==> src/pbm_pkg.sv <==
// Shared constants and types for the push-button message control block.
package pbm_pkg;

	// Clock rate of the internal oscillator clock in hertz.
	localparam int unsigned CLK_HZ = 100_000_000;

	// Debounce interval in microseconds and its cycle count.
	localparam int unsigned DEBOUNCE_INTERVAL_US = 20_000;
	localparam int unsigned DEBOUNCE_INTERVAL_CYC = DEBOUNCE_INTERVAL_US * (CLK_HZ / 1_000_000);

	// Hold time that turns an erase press into a global erase, in milliseconds.
	localparam int unsigned GLOBAL_ERASE_MS = 3_000;
	localparam longint unsigned GLOBAL_ERASE_CYC = longint'(GLOBAL_ERASE_MS) * (CLK_HZ / 1_000);

	// Bit of the analog route configuration that enables pass-through.
	localparam int unsigned PASSTHROUGH_SEL_BIT = 6;

	// Width of the analog route configuration word.
	localparam int unsigned ROUTE_CFG_W = 12;

	// Width of the message pointer.
	localparam int unsigned MSG_PTR_W = 8;

	// Number of debounced buttons and their indices.
	localparam int unsigned NUM_BTN = 5;
	localparam int unsigned BTN_PASS = 0;
	localparam int unsigned BTN_PLAY = 1;
	localparam int unsigned BTN_ERASE = 2;
	localparam int unsigned BTN_SKIP = 3;
	localparam int unsigned BTN_CAPT = 4;

	// Operation states of the controller.
	typedef enum logic [2:0]
	{
		PBM_IDLE  = 3'b000,
		PBM_REC   = 3'b001,
		PBM_PLAY  = 3'b010,
		PBM_LOOP  = 3'b011,
		PBM_ERASE = 3'b100,
		PBM_GERA  = 3'b101,
		PBM_FWD   = 3'b110
	} pbm_state_t;

endpackage

==> src/pbm_debounce.sv <==
// Synchroniser and debouncer for one active-low button.
`timescale 1ns/10ps
`default_nettype none

module pbm_debounce
#(
	parameter int unsigned CYCLES     = 1000,
	parameter bit          RISE_DEBOUNCE = 1'b1
)
(
	input  wire logic i_clock,
	input  wire logic i_rst_n,
	input  wire logic i_button_n,
	output logic      o_level_n
);

	localparam int unsigned CW = $clog2(CYCLES + 1);

	// Two-stage synchroniser; the first stage feeds only the second.
	logic          sync1_q;
	logic          sync2_q;
	// Debounce counter and stable output level.
	logic [CW-1:0] cnt_q;
	logic [CW-1:0] cnt_d;
	logic          level_q;
	logic          level_d;

	// Next-value logic: a change must persist for CYCLES clocks to be accepted.
	always_comb
	begin
		cnt_d   = '0;
		level_d = level_q;
		if (sync2_q != level_q)
		begin
			// A release skips the delay when rise debounce is off, so capture ends at once.
			if (sync2_q && !RISE_DEBOUNCE)
			begin
				level_d = 1'b1;
			end
			else if (cnt_q == CW'(CYCLES - 1))
			begin
				level_d = sync2_q;
			end
			else
			begin
				cnt_d = cnt_q + CW'(1);
			end
		end
	end

	// Registers; idle buttons read high, as the weak pull-up would give.
	always_ff @(posedge i_clock or negedge i_rst_n)
	begin
		if (!i_rst_n)
		begin
			sync1_q <= 1'b1;
			sync2_q <= 1'b1;
			cnt_q   <= '0;
			level_q <= 1'b1;
		end
		else
		begin
			sync1_q <= i_button_n;
			sync2_q <= sync1_q;
			cnt_q   <= cnt_d;
			level_q <= level_d;
		end
	end

	assign o_level_n = level_q;

endmodule

`default_nettype wire

==> src/pbm_control.sv <==
// Push-button message controller: buttons to record, play, erase and skip operations.
`timescale 1ns/10ps
`default_nettype none

module pbm_control
#(
	parameter int unsigned     DEBOUNCE_CYC     = pbm_pkg::DEBOUNCE_INTERVAL_CYC,
	parameter longint unsigned GLOBAL_ERASE_CYC = pbm_pkg::GLOBAL_ERASE_CYC,
	parameter int unsigned     PTR_W            = pbm_pkg::MSG_PTR_W
)
(
	input  wire logic                              i_clock,
	input  wire logic                              i_rst_n,
	input  wire logic                              i_passthrough_button_n,
	input  wire logic                              i_play_button_n,
	input  wire logic                              i_erase_button_n,
	input  wire logic                              i_skip_next_button_n,
	input  wire logic                              i_capture_button_n,
	input  wire logic                              i_serial_mode,
	input  wire logic [pbm_pkg::ROUTE_CFG_W-1:0]   i_analog_route_config,
	input  wire logic                              i_serial_cmd_done,
	input  wire logic                              i_serial_int_clear,
	input  wire logic                              i_msg_end,
	input  wire logic [PTR_W-1:0]                  i_msg_count,
	input  wire logic                              i_op_done,
	output logic                                   o_passthrough_en,
	output logic                                   o_record_active,
	output logic                                   o_play_active,
	output logic                                   o_erase_start,
	output logic                                   o_global_erase_start,
	output logic [PTR_W-1:0]                       o_msg_ptr,
	output logic                                   o_ready_int_o,
	output logic                                   o_ready_int_oe
);

	localparam int unsigned GW = $clog2(GLOBAL_ERASE_CYC + 1);

	// Raw and debounced button levels, active low.
	logic [pbm_pkg::NUM_BTN-1:0] raw_n;
	logic [pbm_pkg::NUM_BTN-1:0] deb_n;
	// Previous debounced levels for edge detection.
	logic [pbm_pkg::NUM_BTN-1:0] prev_q;
	// Press and release events.
	logic [pbm_pkg::NUM_BTN-1:0] press;
	logic [pbm_pkg::NUM_BTN-1:0] release_e;

	// Controller state and outputs held in flip-flops.
	pbm_pkg::pbm_state_t state_q;
	pbm_pkg::pbm_state_t state_d;
	logic [PTR_W-1:0]    ptr_q;
	logic [PTR_W-1:0]    ptr_d;
	logic [GW-1:0]       hold_q;
	logic [GW-1:0]       hold_d;
	logic                loop_q;
	logic                loop_d;
	logic                erase_go_q;
	logic                erase_go_d;
	logic                gerase_go_q;
	logic                gerase_go_d;
	logic                pass_q;
	logic                pass_d;
	logic                int_q;
	logic                int_d;

	assign raw_n[pbm_pkg::BTN_PASS]  = i_passthrough_button_n;
	assign raw_n[pbm_pkg::BTN_PLAY]  = i_play_button_n;
	assign raw_n[pbm_pkg::BTN_ERASE] = i_erase_button_n;
	assign raw_n[pbm_pkg::BTN_SKIP]  = i_skip_next_button_n;
	assign raw_n[pbm_pkg::BTN_CAPT]  = i_capture_button_n;

	// One debouncer per button; only the capture button skips the release delay.
	genvar g;
	generate
		for (g = 0; g < pbm_pkg::NUM_BTN; g++)
		begin : g_btn
			pbm_debounce
			#(
				.CYCLES        (DEBOUNCE_CYC),
				.RISE_DEBOUNCE (g != pbm_pkg::BTN_CAPT)
			)
			u_deb
			(
				.i_clock    (i_clock),
				.i_rst_n    (i_rst_n),
				.i_button_n (raw_n[g]),
				.o_level_n  (deb_n[g])
			);
		end
	endgenerate

	// Edges of the debounced levels.
	assign press     = prev_q & ~deb_n;
	assign release_e = ~prev_q & deb_n;

	// The pointer is on the first or last stored message.
	logic at_end_msg;
	assign at_end_msg = (ptr_q == '0) || (ptr_q == i_msg_count - PTR_W'(1));

	// Operation sequencer: computes next state, pointer and one-shot starts.
	always_comb
	begin
		state_d     = state_q;
		ptr_d       = ptr_q;
		hold_d      = hold_q;
		loop_d      = loop_q;
		erase_go_d  = 1'b0;
		gerase_go_d = 1'b0;
		case (state_q)
			pbm_pkg::PBM_IDLE:
			begin
				// Buttons start operations only in standalone mode.
				if (i_serial_mode)
				begin
					state_d = pbm_pkg::PBM_IDLE;
				end
				else if (press[pbm_pkg::BTN_CAPT])
				begin
					state_d = pbm_pkg::PBM_REC;
				end
				else if (press[pbm_pkg::BTN_PLAY])
				begin
					state_d = pbm_pkg::PBM_PLAY;
					loop_d  = 1'b0;
					hold_d  = '0;
				end
				else if (press[pbm_pkg::BTN_ERASE] && at_end_msg)
				begin
					state_d = pbm_pkg::PBM_ERASE;
					hold_d  = '0;
				end
				else if (press[pbm_pkg::BTN_SKIP])
				begin
					state_d = pbm_pkg::PBM_FWD;
					ptr_d   = (ptr_q + PTR_W'(1) >= i_msg_count) ? '0 : ptr_q + PTR_W'(1);
				end
			end
			pbm_pkg::PBM_REC:
			begin
				// Release has no debounce delay, so recording stops at once.
				if (deb_n[pbm_pkg::BTN_CAPT])
				begin
					state_d = pbm_pkg::PBM_IDLE;
				end
			end
			pbm_pkg::PBM_PLAY, pbm_pkg::PBM_LOOP:
			begin
				// A press held one debounce interval beyond playback start means loop mode.
				if (!deb_n[pbm_pkg::BTN_PLAY] && hold_q < GW'(DEBOUNCE_CYC))
				begin
					hold_d = hold_q + GW'(1);
				end
				if (!deb_n[pbm_pkg::BTN_PLAY] && hold_q == GW'(DEBOUNCE_CYC - 1))
				begin
					loop_d  = 1'b1;
					state_d = pbm_pkg::PBM_LOOP;
				end
				if (state_q == pbm_pkg::PBM_LOOP && release_e[pbm_pkg::BTN_PLAY])
				begin
					loop_d = 1'b0;
				end
				if (press[pbm_pkg::BTN_PLAY])
				begin
					state_d = pbm_pkg::PBM_IDLE;
				end
				else if (press[pbm_pkg::BTN_SKIP])
				begin
					// Step without stopping: play stays active across the pointer move.
					ptr_d   = (ptr_q + PTR_W'(1) >= i_msg_count) ? '0 : ptr_q + PTR_W'(1);
					hold_d  = GW'(DEBOUNCE_CYC);
					state_d = pbm_pkg::PBM_PLAY;
				end
				else if (i_msg_end)
				begin
					if (loop_d)
					begin
						ptr_d = (ptr_q + PTR_W'(1) >= i_msg_count) ? '0 : ptr_q + PTR_W'(1);
					end
					else
					begin
						state_d = pbm_pkg::PBM_IDLE;
					end
				end
			end
			pbm_pkg::PBM_ERASE:
			begin
				// A short pulse erases one message; a long hold escalates.
				if (deb_n[pbm_pkg::BTN_ERASE])
				begin
					erase_go_d = 1'b1;
					state_d    = pbm_pkg::PBM_FWD;
				end
				else if (hold_q == GW'(GLOBAL_ERASE_CYC))
				begin
					gerase_go_d = 1'b1;
					ptr_d       = '0;
					state_d     = pbm_pkg::PBM_FWD;
				end
				else
				begin
					hold_d = hold_q + GW'(1);
				end
			end
			pbm_pkg::PBM_FWD:
			begin
				// Busy until the store reports the step or erase finished.
				if (i_op_done)
				begin
					state_d = pbm_pkg::PBM_IDLE;
				end
			end
			default:
			begin
				state_d = pbm_pkg::PBM_IDLE;
			end
		endcase
	end

	// Pass-through select and serial completion interrupt.
	always_comb
	begin
		pass_d = i_serial_mode ? i_analog_route_config[pbm_pkg::PASSTHROUGH_SEL_BIT]
		                       : ~deb_n[pbm_pkg::BTN_PASS];
		int_d = int_q;
		if (i_serial_int_clear)
		begin
			int_d = 1'b0;
		end
		// Completion wins over a clear in the same cycle so no event is lost.
		if (i_serial_cmd_done)
		begin
			int_d = 1'b1;
		end
	end

	// State registers.
	always_ff @(posedge i_clock or negedge i_rst_n)
	begin
		if (!i_rst_n)
		begin
			state_q     <= pbm_pkg::PBM_IDLE;
			ptr_q       <= '0;
			hold_q      <= '0;
			loop_q      <= 1'b0;
			erase_go_q  <= 1'b0;
			gerase_go_q <= 1'b0;
			pass_q      <= 1'b0;
			int_q       <= 1'b0;
			prev_q      <= '1;
		end
		else
		begin
			state_q     <= state_d;
			ptr_q       <= ptr_d;
			hold_q      <= hold_d;
			loop_q      <= loop_d;
			erase_go_q  <= erase_go_d;
			gerase_go_q <= gerase_go_d;
			pass_q      <= pass_d;
			int_q       <= int_d;
			prev_q      <= deb_n;
		end
	end

	// Outputs come from registers; record and play are decoded from state_q.
	assign o_passthrough_en     = pass_q;
	assign o_record_active      = (state_q == pbm_pkg::PBM_REC);
	assign o_play_active        = (state_q == pbm_pkg::PBM_PLAY) || (state_q == pbm_pkg::PBM_LOOP);
	assign o_erase_start        = erase_go_q;
	assign o_global_erase_start = gerase_go_q;
	assign o_msg_ptr            = ptr_q;

	// Open drain: only ever pulls low; busy in standalone, interrupt in serial.
	assign o_ready_int_o  = 1'b0;
	assign o_ready_int_oe = i_serial_mode ? int_q : (state_q != pbm_pkg::PBM_IDLE);

endmodule

`default_nettype wire

==> config.mk <==
export PLATFORM = sky130hd
export DESIGN_NAME = pbm_control
export DESIGN_NICKNAME = d
export VERILOG_FILES = /design/src/pbm_pkg.sv /design/src/pbm_debounce.sv /design/src/pbm_control.sv
export SDC_FILE = /design/constraint.sdc
export NUM_CORES = 1
export LEC_CHECK = 0
export BUFFER_PORTS_ARGS = -buffer_cell sky130_fd_sc_hd__buf_2
export CAP_MARGIN = 20
export CORE_MARGIN = 4
export CORE_UTILIZATION = 47
export CTS_BUF_LIST = sky130_fd_sc_hd__clkbuf_8
export DETAILED_ROUTE_END_ITERATION = 8
export PLACE_DENSITY = 0.62
export SETUP_SLACK_MARGIN = 0.2
export SYNTH_ARGS = -nofsm -noshare
export SYNTH_HDL_FRONTEND = slang
export SYNTH_SLANG_ARGS = --single-unit
==> constraint.sdc <==
create_clock -name i_clock -period 3.91 [get_ports i_clock]
set_input_delay 0.1955 -clock i_clock [delete_from_list [all_inputs] [get_ports i_clock]]
set_output_delay 0.1955 -clock i_clock [all_outputs]
set_load 0.02 [all_outputs]
== Yosys cells after proc, flatten, opt, wreduce, memory -nomap -nowiden ==
Cells that the tools add are included.
W data, S select, Z words.

* Bitwise operators: 5
* Reductions and logical operators: 24
* Muxes and demuxes: 67
* Equal/unequal tests: 35
* Order comparisons: 2
* $add $sub $neg: 8

{| class="wikitable"
|+ Operators with widths
! kind !! number
|-
| $mux W29 || 9
|-
| $mux W21 || 11
|-
| $add A21 B1 Y21 const B || 5
|-
| $eq A21 B21 Y1 const B || 5
|-
| $mux W8 || 12
|-
| $pmux W29 S3 || 1
|-
| $mux W3 || 14
|-
| $add A29 B1 Y29 const B || 1
|-
| $eq A29 B21 Y1 const B || 1
|-
| $eq A29 B29 Y1 const B || 1
|-
| $lt A29 B21 Y1 const B || 1
|-
| $pmux W8 S3 || 1
|-
| $ne A2 B2 Y1 const B || 11
|-
| $mux W1 || 17
|-
| $pmux W3 S5 || 1
|-
| $reduce_and A11 Y1 || 1
|-
| $reduce_and A2 Y1 || 5
|-
| $ne A3 B3 Y1 const B || 3
|-
| $add A8 B1 Y8 const B || 1
|-
| $eq A8 B8 Y1 || 1
|-
| $ge A8 B8 Y1 || 1
|-
| $logic_not A8 Y1 || 1
|-
| $reduce_and A4 Y1 || 2
|-
| $sub A8 B1 Y8 const B || 1
|-
| 21 further kinds || 34
|}

* Register bits after elaboration: 170
* Input port bits: 32
* Logic and storage cells: 170
* Output and inout port bits: 15

== Longest topological paths before layout ==
Gate-level depths: netlist of run 1.

* Word-level depth: 10
* Gate-level depth with buffers: 14
* Mapped depth without buffers: 12

== By module ==
Synthesis of run 1 repeated with hierarchy kept, for this count alone.

* Cells, all modules: 1,047
* Area total of the unflattened synthesis: 9,669.3 um^2

{| class="wikitable"
|+ By module, submodules not included
! module !! instances !! area each (um^2) !! seq. area each (um^2) !! cells each
|-
| pbm_debounce at g_btn[0].u_deb ... || 4 || 1,201.2 || 604.3 || 119
|-
| pbm_control || 1 || 3,648.5 || 1,231.2 || 449
|-
| pbm_debounce at g_btn[4].u_deb || 1 || 1,216.2 || 604.3 || 122
|}

== Worst setup path before layout of run 1 ==
No wires, ideal clock.

* Kind: reg-to-reg
* Start point: register ptr_q[0] (netlist: o_msg_ptr[0])
* End point: register ptr_q[4] (netlist: o_msg_ptr[4])
* Arrival: 2.805 ns
* Cell stages (with the launch flop): 12
* Data required time: 3.827 ns
* Clock period less this slack: 2.888 ns
* Library setup time: 0.083 ns
* Path slack: 1.022 ns
* Cells stage by stage: dfrtp_1 -> ha_1 -> nand3_1 -> nor2_1 -> xor2_1 -> ha_1 -> a21o_1 -> a211oi_1 -> o211ai_1 -> dlygate4sd1_1 -> or3_1 -> o21ai_0

* Word-level cells in the longest chain between the ends: 9
* Elaborated cells on any way between the ends: 19
* Classes of those cells: add/sub (1); order compare (1); eq/ne (2); mux (11); reduce/logical (4)

{| class="wikitable"
|+ Ends and longest elaborated chain
! item !! RTL line !! text
|-
| start, declared || pbm_control.sv:50 || <nowiki>logic [PTR_W-1:0] ptr_q;</nowiki>
|-
| start signal, assigned || pbm_control.sv:253 || <nowiki>ptr_q <= ptr_d;</nowiki>
|-
| $add A8 B1 Y8 || pbm_control.sv:134, pbm_control.sv:168, pbm_control.sv:176 ||
|-
| $ge A8 B8 Y1 || pbm_control.sv:134, pbm_control.sv:168, pbm_control.sv:176 ||
|-
| $mux W8 || pbm_control.sv:134, pbm_control.sv:168, pbm_control.sv:176 ||
|-
| $mux W8 || pbm_control.sv:131 || <nowiki>else if (press[pbm_pkg::BTN_SKIP])</nowiki>
|-
| $mux W8 || pbm_control.sv:126 || <nowiki>else if (press[pbm_pkg::BTN_ERASE] && at_end_msg)</nowiki>
|-
| $mux W8 || pbm_control.sv:120 || <nowiki>else if (press[pbm_pkg::BTN_PLAY])</nowiki>
|-
| $mux W8 || pbm_control.sv:116 || <nowiki>else if (press[pbm_pkg::BTN_CAPT])</nowiki>
|-
| $mux W8 || pbm_control.sv:112 || <nowiki>if (i_serial_mode)</nowiki>
|-
| $pmux W8 S3 || pbm_control.sv:108 || <nowiki>case (state_q)</nowiki>
|}

Parallel ways exist; a longest one is shown, timed or not. The select of a mux whose other input is x is not followed.
A chain may end at the register's enable or synchronous reset.

== Worst setup path in the final report of run 1 ==
* Start point: register hold_q[0]
* End point: register ptr_q[0] (netlist: o_msg_ptr[0])

* Word-level cells in the longest chain between the ends: 7
* Elaborated cells on any way between the ends: 9
* Classes of those cells: eq/ne (4); mux (3); reduce/logical (2)

{| class="wikitable"
|+ Ends and longest elaborated chain
! item !! RTL line !! text
|-
| start, declared || pbm_control.sv:52 || <nowiki>logic [GW-1:0] hold_q;</nowiki>
|-
| start signal, assigned || pbm_control.sv:254 || <nowiki>hold_q <= hold_d;</nowiki>
|-
| $eq A29 B21 Y1 || pbm_control.sv:152 || <nowiki>if (!deb_n[pbm_pkg::BTN_PLAY] && hold_q == GW'(DEBOUNCE_CYC - 1))</nowiki>
|-
| $logic_and A1 B1 Y1 || pbm_control.sv:152 ||
|-
| $mux W1 || pbm_control.sv:152 ||
|-
| $mux W1 || pbm_control.sv:157 || <nowiki>if (state_q == pbm_pkg::PBM_LOOP && release_e[pbm_pkg::BTN_PLAY])</nowiki>
|-
| $mux W1 || pbm_control.sv:108 ||
|-
| $ne A3 B3 Y1 (no line) || -- ||
|-
| $reduce_and A11 Y1 (no line) (*) || -- ||
|}

Mark *: on every way between the ends. The rest lies on a longest branch, timed or not. The select of a mux whose other input is x is not followed.

==> run summary, run 1 <==
peak supply drop: 0.000255 V
Avg WL per Cell: 15.0 um
DRC viols: 0
Worst-path clk slew: 0.09 ns
Data arrival, critical path: 3.41 ns
CTS root buffer: clkbuf_8
Pwr Density: 362 mW/mm2
multi-input logic area: 0.00463 mm2
Clk pwr share: 38.2%
Vias/cell: 5.55
total I/O pin count: 47
Worst Hold Depth: 3
total track usage: 18.6%
sw frac: 26.5%
Endpoint, Worst Hold: state_q[1]
Max Slew Vio Count: 0
Placed Instances: 1246
Critical Path End Type: flip-flop
part of the power in registers: 51.0%
Die W: 148 um
DR vias: 7145
Avg Cell Area, Syn: 9.39 um2
CTS sink cnt: 169
NumNets Final: 1065
area grow syn2layout: 10.1%
WP data required: 4.25 ns
fin worst setup slack: 0.840 ns
port buffer count: 34
Post-Syn Area: 0.00922 mm2
die height: 148 um
cells on worst reg2reg path: 9
final setup fails: 0
minimum clock period: 3.07 ns
CP Max Fanout: 8
largest net degree at the start of global routing: 90
RR Startpoint: hold_q[0]
Die ar.: 0.0219 mm2
Worst-Skew Late Latency: 0.45 ns
HP Class: in2reg
H-tree levels: 4
Post-DRT Antenna Nets: 0
Rows: 50
Yosys reg bits: 169
sequential fraction of the synthesis area: 46.1%
reg-to-reg slack, setup: 0.84 ns
Int Pwr: 2.70 mW
Leakage: 4.37 nW
Hold Startpoint: i_op_done
RSZ-0062 raised after global routing: false
YS warnings: 0
commonest non-fill, non-tap cell in the layout: dfrtp_1
initial antenna violation count: 0
EDFF count, synth: 0
Slew @ Worst Pin: 0.825 ns
storage element area: 0.00425 mm2
share of cells above drive strength 1: 11.8%
Final GP Congestion: 0.895
Worst Skew: 0.0113 ns
Tcrit/Tclk final: 78.5%
commonest non-fill, non-tap cells in the layout: 150 x dfrtp_1, 144 x nor2_1, 67 x xor2_1, 60 x nand3_1, 56 x nand2_1
DRT Wirelength: 19300 um
setup TNS: 0 ns
FMAX: 326 MHz
Place WS: 0.849 ns
Antenna Cells: 0
DP HPWL: 13200 um
clock buffer count from CTS: 17
syn_nets: 1032
NetSw: 975 uW
Iter 0 DRT Violations: 483
Yosys cell types: 70
CTS tree: yes
final std cells w/o fill: 1288
Cells after Synth: 982
final hold viol count: 0
Initial DRT Pass Iterations: 5
first-pass GRT wire length: 34000 um
max cap viols: 0
vias in the first global route: 7110
clk buf depth: 2
Core Area: 0.0190 mm2
fillcell total: 1772
initial core utilization: 48.5%
ys flop type: dfrtp_1
Worst R2R End: o_msg_ptr[0]
Hold Slack: 0.0635 ns
CP Class: reg2reg
outcome: finished clean
FFs w/ async S/R, synth: 100%
Gate power share: 10.7%
total grt overflow: 0
max_slew headroom: 44.7%
nature of the critical path startpoint: flip-flop
-- worst max-delay path, cell delays in order, from the launching register on --
cell,delay [ns]
dfrtp_1,0.42
inv_1,0.09
ha_1,0.15
nor4b_1,0.27
nand4_1,0.15
or4_4,0.58
a211oi_2,0.26
o311ai_2,0.26
or2_1,0.44
mux2_4,0.34
-- cells in the mapped netlist, types with 7 or more instances --
master | n | area share [%]
xor2_1 | 67 | 6.4
o21ai_0 | 30 | 1.6
and4_1 | 16 | 1.5
dfstp_2 | 19 | 5.4
or2_2 | 9 | 0.61
nand4_1 | 29 | 2.0
xnor2_1 | 38 | 3.6
dfrtp_1 | 150 | 41
o31ai_1 | 14 | 1.1
nand2_1 | 56 | 2.3
a211o_1 | 9 | 0.85
inv_1 | 36 | 1.5
nor4_1 | 27 | 1.8
a21oi_1 | 32 | 1.7
nand2b_1 | 13 | 0.88
nand3_1 | 60 | 3.3
nor4b_1 | 10 | 0.95
and2_1 | 12 | 0.81
clkbuf_1 | 25 | 1.0
ha_1 | 18 | 2.4
nor2b_1 | 7 | 0.47
nor2_1 | 144 | 5.9
nor3_1 | 16 | 0.87
and3_1 | 29 | 2.0
or3_1 | 11 | 0.75
-- what timing repair did --
action / CTS / global route
hold buffers: 10 / 0
resized for setup: 0 / 0
setup endpoints to repair: 0 / 0
setup buffers: 0 / 0
endpoints found under the hold margin: 75 / 0
-- per-layer routing --
layer  track usage (%)  routed length, um  vias up  part of all wire [%]
met4              4.85                249        0                   1.3
met2              29.8               8910      132                    46
li1                  -                  -     3552                     -
met3              3.84                746       22                   3.9
met1              25.9               9400     3439                    49
met5                 0                  0        -                     0
-- logic make-up (layout without fill, tap and decap cells) --
group | Yosys count | in the layout | synth area share (%)
AND/OR/NAND/NOR | 462 | 462 | 26.1
XOR/XNOR | 105 | 105 | 9.97
adder cells (fa/ha/maj) | 18 | 18 | 2.44
buffers and inverters | 76 | 122 | 3.68
multiplexers | 8 | 8 | 1.00
other | 1 | 1 | 0.0407
flip-flops | 169 | 169 | 46.1
AO/OA/AOI/OAI | 143 | 143 | 10.7
-- flip-flops by register name, indices dropped and copies added (netlist names) --
| name | count |
|---|---|
| g_btn.u_deb.sync1_q | 5 |
| loop_q | 1 |
| o_msg_ptr | 8 |
| o_passthrough_en | 1 |
| g_btn.u_deb.o_level_n | 5 |
| int_q | 1 |
| g_btn.u_deb.sync2_q | 5 |
| hold_q | 29 |
| o_global_erase_start | 1 |
| state_q | 3 |
| o_erase_start | 1 |
| prev_q | 4 |
| g_btn.u_deb.cnt_q | 105 |
-- power groups by stage --
stage,registers [mW],clock network (mW),logic (mW)
final,1.88,1.41,0.395
after global routing,1.89,1.52,0.458
after CTS,1.88,1.45,0.403
after detailed placement,1.91,0,0.395
after global placement,1.91,0,0.390
after floorplan,1.90,0,0.273
-- final cells by class --
class | instances | area share, %
Multi-Input combinational cell | 737 | 45.6
Sequential cell | 169 | 41.9
Timing Repair Buffer | 54 | 3.46
Tap cell | 260 | 3.21
Clock buffer | 19 | 2.58
Clock inverter | 13 | 1.90
Inverter | 36 | 1.33
-- metrics by stage --
step | utilization [%] | total power [mW] | area [um2]
after floorplan | - | 2.18 | 9220
after global placement | 50.4 | 2.30 | 9590
after detailed placement | 50.4 | 2.31 | 9590
after CTS | 53.4 | 3.73 | 10100
after global routing | 53.4 | 3.87 | 10100
final | 53.4 | 3.68 | 10100
-- how the worst max path moves through the flow --
stage / start / to / slack (ns) / depth (start not counted)
after detailed placement: hold_q[0] / o_msg_ptr[0] / 0.85 / 9
after floorplan: o_msg_ptr[0] / o_msg_ptr[4] / 1.02 / 11
after global placement: o_msg_ptr[0] / o_msg_ptr[4] / 0.83 / 10
final: hold_q[0] / o_msg_ptr[0] / 0.84 / 9
after CTS: o_msg_ptr[0] / o_msg_ptr[4] / 0.82 / 10
after global routing: o_msg_ptr[0] / o_msg_ptr[4] / 0.52 / 11
Power figures use the tool's default switching activity.
==> run 2: changes to the inputs <==
clock period = 2.9 ns   (was 3.91 ns; I/O delays follow)
==> run 2 against run 1 <==
Against the previous run:
- largest power group unchanged
- utilization grew 3.7 points
- die area did not move
- via count rose by 4.0%
- sequential power rose by 33%
- clock skew up 0.0053 ns
- worst setup slack got worse by 0.64 ns
- worst hold slack improved by 0.062 ns
- non-clock buffer count rose by 57
- critical path type unchanged
- sequential share of layout area shrank 2.6 points
==> run summary, run 2 (synthesis results as in run 1) <==
outcome: finished clean
share of cells above drive strength 1: 19.1%
Worst R2R End: o_msg_ptr[0]
Worst-Skew Late Latency: 0.46 ns
Die ar.: 0.0219 mm2
DRC viols: 0
die height: 148 um
Worst Skew: 0.0166 ns
peak supply drop: 0.000260 V
minimum clock period: 2.70 ns
Place WS: 0.00324 ns
CP Max Fanout: 8
Worst Hold Depth: 4
largest net degree at the start of global routing: 72
Endpoint, Worst Hold: state_q[0]
DR vias: 7434
Hold Slack: 0.126 ns
Slew @ Worst Pin: 0.697 ns
first-pass GRT wire length: 34600 um
CTS tree: yes
total track usage: 19.0%
RR Startpoint: hold_q[27]
CTS sink cnt: 169
max reg flops: 105
max cap viols: 0
H-tree levels: 4
cells on worst reg2reg path: 7
fillcell total: 1756
initial antenna violation count: 0
Pwr Density: 466 mW/mm2
vias in the first global route: 7122
Placed Instances: 1280
clock buffer count from CTS: 17
Worst-path clk slew: 0.09 ns
Vias/cell: 5.53
nature of the critical path startpoint: flip-flop
Iter 0 DRT Violations: 473
WP data required: 3.25 ns
Die W: 148 um
Post-DRT Antenna Nets: 0
Critical Path End Type: flip-flop
Leakage: 4.70 nW
fin worst setup slack: 0.204 ns
Antenna Cells: 0
max_slew headroom: 53.5%
Final GP Congestion: 0.867
Avg WL per Cell: 15.4 um
Tcrit/Tclk final: 93.0%
NumNets Final: 1122
RSZ-0062 raised after global routing: true
area grow syn2layout: 17.6%
Core Area: 0.0190 mm2
CP Class: reg2reg
total grt overflow: 0
final std cells w/o fill: 1345
commonest non-fill, non-tap cell in the layout: dfrtp_1
Initial DRT Pass Iterations: 5
FMAX: 371 MHz
final setup fails: 0
final hold viol count: 0
HP Class: in2reg
Data arrival, critical path: 3.04 ns
Max Slew Vio Count: 0
CTS root buffer: clkbuf_8
DP HPWL: 13900 um
clk buf depth: 2
initial core utilization: 48.5%
Hold Startpoint: i_msg_end
setup TNS: 0 ns
most flop-heavy register: g_btn.u_deb.cnt_q
Rows: 50
total I/O pin count: 47
DRT Wirelength: 20700 um
port buffer count: 34
reg-to-reg slack, setup: 0.20 ns
commonest non-fill, non-tap cells in the layout: 144 x dfrtp_1, 143 x nor2_1, 66 x xor2_1, 59 x nand3_1, 56 x nand2_1
## run 2: changes by cell type in the layout (fill, tap and decap cells not counted), moves of 3 or more
| cell | before | now |
|---|---|---|
| dfrtp_1 | 150 | 144 |
| buf_4 | 10 | 55 |
| dfrtp_2 | 0 | 6 |
| buf_6 | 1 | 5 |
| inv_6 | 1 | 4 |
| o31ai_1 | 14 | 11 |
| and3_1 | 29 | 26 |
| nor4b_1 | 10 | 7 |
| and3_4 | 0 | 3 |
| buf_12 | 0 | 3 |
## run 2: cell type report
cell class | count | area (um2) | share of cell area (%)
Clock inverter | 13 | 141 | 1.30
Timing Repair Buffer | 111 | 870 | 8.02
Inverter | 36 | 135 | 1.25
Clock buffer | 19 | 262 | 2.41
Tap cell | 260 | 325 | 3.00
Sequential cell | 169 | 4260 | 39.3
Multi-Input combinational cell | 737 | 4850 | 44.7
## run 2: timing repair
item | CTS | global route
endpoints found under the hold margin | 65 | 0
resized for setup | 5 | 41
pin swaps | 0 | 21
hold buffers | 12 | 0
cloned | 0 | 3
setup buffers | 5 | 13
setup endpoints to repair | 25 | 33
## run 2: worst max-delay path, cell delays in order (launching register included)
cell	delay, ns
dfrtp_1	0.40
or3_4	0.40
or2_4	0.24
or4_4	0.47
a211oi_4	0.29
o311ai_4	0.15
or2_4	0.33
mux2_4	0.30
## run 2: metrics by stage
| step | util [%] | instance area [um2] | power (mW) |
|---|---|---|---|
| 2_1_floorplan | - | 9250 | 2.94 |
| 3_3_place_gp | 52.2 | 9920 | 3.17 |
| 3_5_place_dp | 52.2 | 9920 | 3.18 |
| 4_1_cts | 55.2 | 10500 | 4.96 |
| 5_1_grt | 57.0 | 10800 | 5.31 |
| 6_report | 57.0 | 10800 | 5.06 |
## run 2: routing by layer
layer,global-route usage (%),vias up,part of all wire [%]
met1,27.4,3594,48
met4,5.17,0,1.3
met5,0,-,0
li1,-,3654,-
met2,29.1,160,46
met3,4.02,26,4.2
## run 2: power by group
group,internal [mW],switching [mW]
combinational,0.390,0.441
sequential,2.43,0.0714
clock,0.820,0.905
## run 2: how the worst max path moves through the flow
stage                       startpoint            to  slack (ns)
after floorplan           o_msg_ptr[5]  o_msg_ptr[0]        0.20
after global placement       hold_q[0]  o_msg_ptr[0]        0.07
after detailed placement     hold_q[0]  o_msg_ptr[0]       0.003
after CTS                   hold_q[27]  o_msg_ptr[0]        0.20
after global routing         hold_q[1]  o_msg_ptr[0]        0.12
final                       hold_q[27]  o_msg_ptr[0]        0.20
==> run 3: changes to the inputs <==
CORE_ASPECT_RATIO = 1.75   (was unset)
REMOVE_ABC_BUFFERS = 1   (was unset)
==> run 3 against run 2 <==
Against the previous run:
- register-to-register slack about the same
- final area down 1.3%
- count of clock-buffer cells in the layout down 1
- largest power group unchanged
- largest cell class unchanged
- first-iteration DRC count down 14%
- global-route usage up 0.89 points
- final cell count down 1.4%
==> run summary, run 3 (synthesis results as in run 1) <==
Tcrit/Tclk final: 93.4%
Rows: 67
H-tree levels: 4
minimum clock period: 2.71 ns
clk buf depth: 2
Placed Instances: 1271
commonest non-fill, non-tap cells in the layout: 150 x dfrtp_1, 143 x nor2_1, 66 x xor2_1, 59 x nand3_1, 58 x buf_4
Power, Total: 4.95 mW
share of cells above drive strength 1: 17.7%
die height: 193 um
reg-to-reg slack, setup: 0.19 ns
max cap viols: 0
commonest non-fill, non-tap cell in the layout: dfrtp_1
area grow syn2layout: 16.0%
total track usage: 19.8%
nature of the critical path startpoint: flip-flop
multi-input logic area: 0.00478 mm2
Iter 0 DRT Violations: 409
slowest cell delay on critical path: 0.57 ns
Slew @ Worst Pin: 0.732 ns
Leakage: 4.69 nW
initial antenna violation count: 0
DP HPWL: 14900 um
DRC viols: 0
final setup fails: 0
Post-DRT Antenna Nets: 0
total grt overflow: 0
Avg WL per Cell: 16.1 um
first-pass GRT wire length: 36000 um
total I/O pin count: 47
clock buffer count from CTS: 17
Die ar.: 0.0220 mm2
CTS tree: yes
Initial DRT Pass Iterations: 4
final hold viol count: 0
FMAX: 369 MHz
NumNets Final: 1122
Final GP Congestion: 0.915
CP Max Fanout: 7
peak supply drop: 0.000339 V
Slowest-stage cell, CP: or4_4
CP top delay family: simple AND/OR/NAND/NOR gates
Max Slew Vio Count: 0
WP data required: 3.25 ns
Vias/cell: 5.62
Critical Path End Type: flip-flop
HP Class: in2reg
fillcell total: 1779
Die W: 114 um
CP Class: reg2reg
Core Area: 0.0192 mm2
port buffer count: 34
CTS root buffer: clkbuf_8
crit-path cells: inv_1 > ha_1 > nor4b_4 > nand4_1 > or4_4 > a211oi_2 > o311ai_2 > or2_4 > mux2_4
DR vias: 7449
Worst Skew: 0.0134 ns
initial core utilization: 48.0%
CTS sink cnt: 169
max_slew headroom: 51.2%
RSZ-0062 raised after global routing: true
Antenna Cells: 0
Worst-path clk slew: 0.09 ns
Data arrival, critical path: 3.05 ns
CP Buf/Inv Count: 1
final std cells w/o fill: 1326
storage element area: 0.00425 mm2
max reg flops: 105
vias in the first global route: 7545
most flop-heavy register: g_btn.u_deb.cnt_q
outcome: finished clean
Worst-Skew Late Latency: 0.46 ns
DRT Wirelength: 21300 um
largest net degree at the start of global routing: 83
Pwr Density: 463 mW/mm2
## run 3: power breakdown
part | internal (mW) | switching, mW
registers | 2.42 | 0.0540
logic | 0.358 | 0.432
clock network | 0.852 | 0.830
total | 3.63 | 1.32
## run 3: what timing repair did
item                       CTS  global route
setup endpoints to repair   10            23
setup buffers                2             9
gates resized for setup      5            28
hold endpoints to repair    62             0
pin swaps                    2            20
hold buffers                12             0
## run 3: final cells by class
class                           count  area share, %
Timing Repair Buffer              111           7.82
Clock inverter                     14           1.34
Tap cell                          241           2.82
Clock buffer                       18           2.32
Sequential cell                   169           39.7
Inverter                           36           1.26
Multi-Input combinational cell    737           44.7
## run 3: layer usage
metal  routed length [um]  global-route usage (%)  vias up
met5                    0                       0        -
met4                  677                    8.41        0
met3                  581                    3.31       46
met2                11400                    35.6      103
met1                 8630                    23.0     3635
li1                     -                       -     3665
## run 3: final timing paths
check | from | to | depth (start not counted)
setup reg to reg | hold_q[0] | o_msg_ptr[0] | 9
setup / recovery | hold_q[0] | o_msg_ptr[0] | 9
hold / removal | i_msg_end | state_q[0] | 4
max in group asynchronous | i_rst_n | g_btn[4].u_deb.sync1_q | 3
min in group asynchronous | i_rst_n | o_msg_ptr[3] | 2
hold reg to reg | g_btn[1].u_deb.sync1_q | g_btn[1].u_deb.sync2_q | 0
## run 3: tightest hold or removal path, stage by stage
cell,delay (ns)
buf_2,0.10
a211oi_2,0.07
o211ai_1,0.10
o41ai_1,0.08
## run 3: through the flow
step / TNS [ns] / hold WS [ns] / worst slack [ns] / util [%] / area, um2
after floorplan: -8.07 / -0.151 / -0.525 / - / 9020
final: 0 / 0.0781 / 0.192 / 55.7 / 10700
after CTS: 0 / 0.0542 / 0.203 / 54.6 / 10500
after detailed placement: 0 / 0.170 / 0.0640 / 51.8 / 9940
after global routing: 0 / 0.0919 / 0.0970 / 55.7 / 10700
after global placement: 0 / 0.170 / 0.0731 / 51.8 / 9940
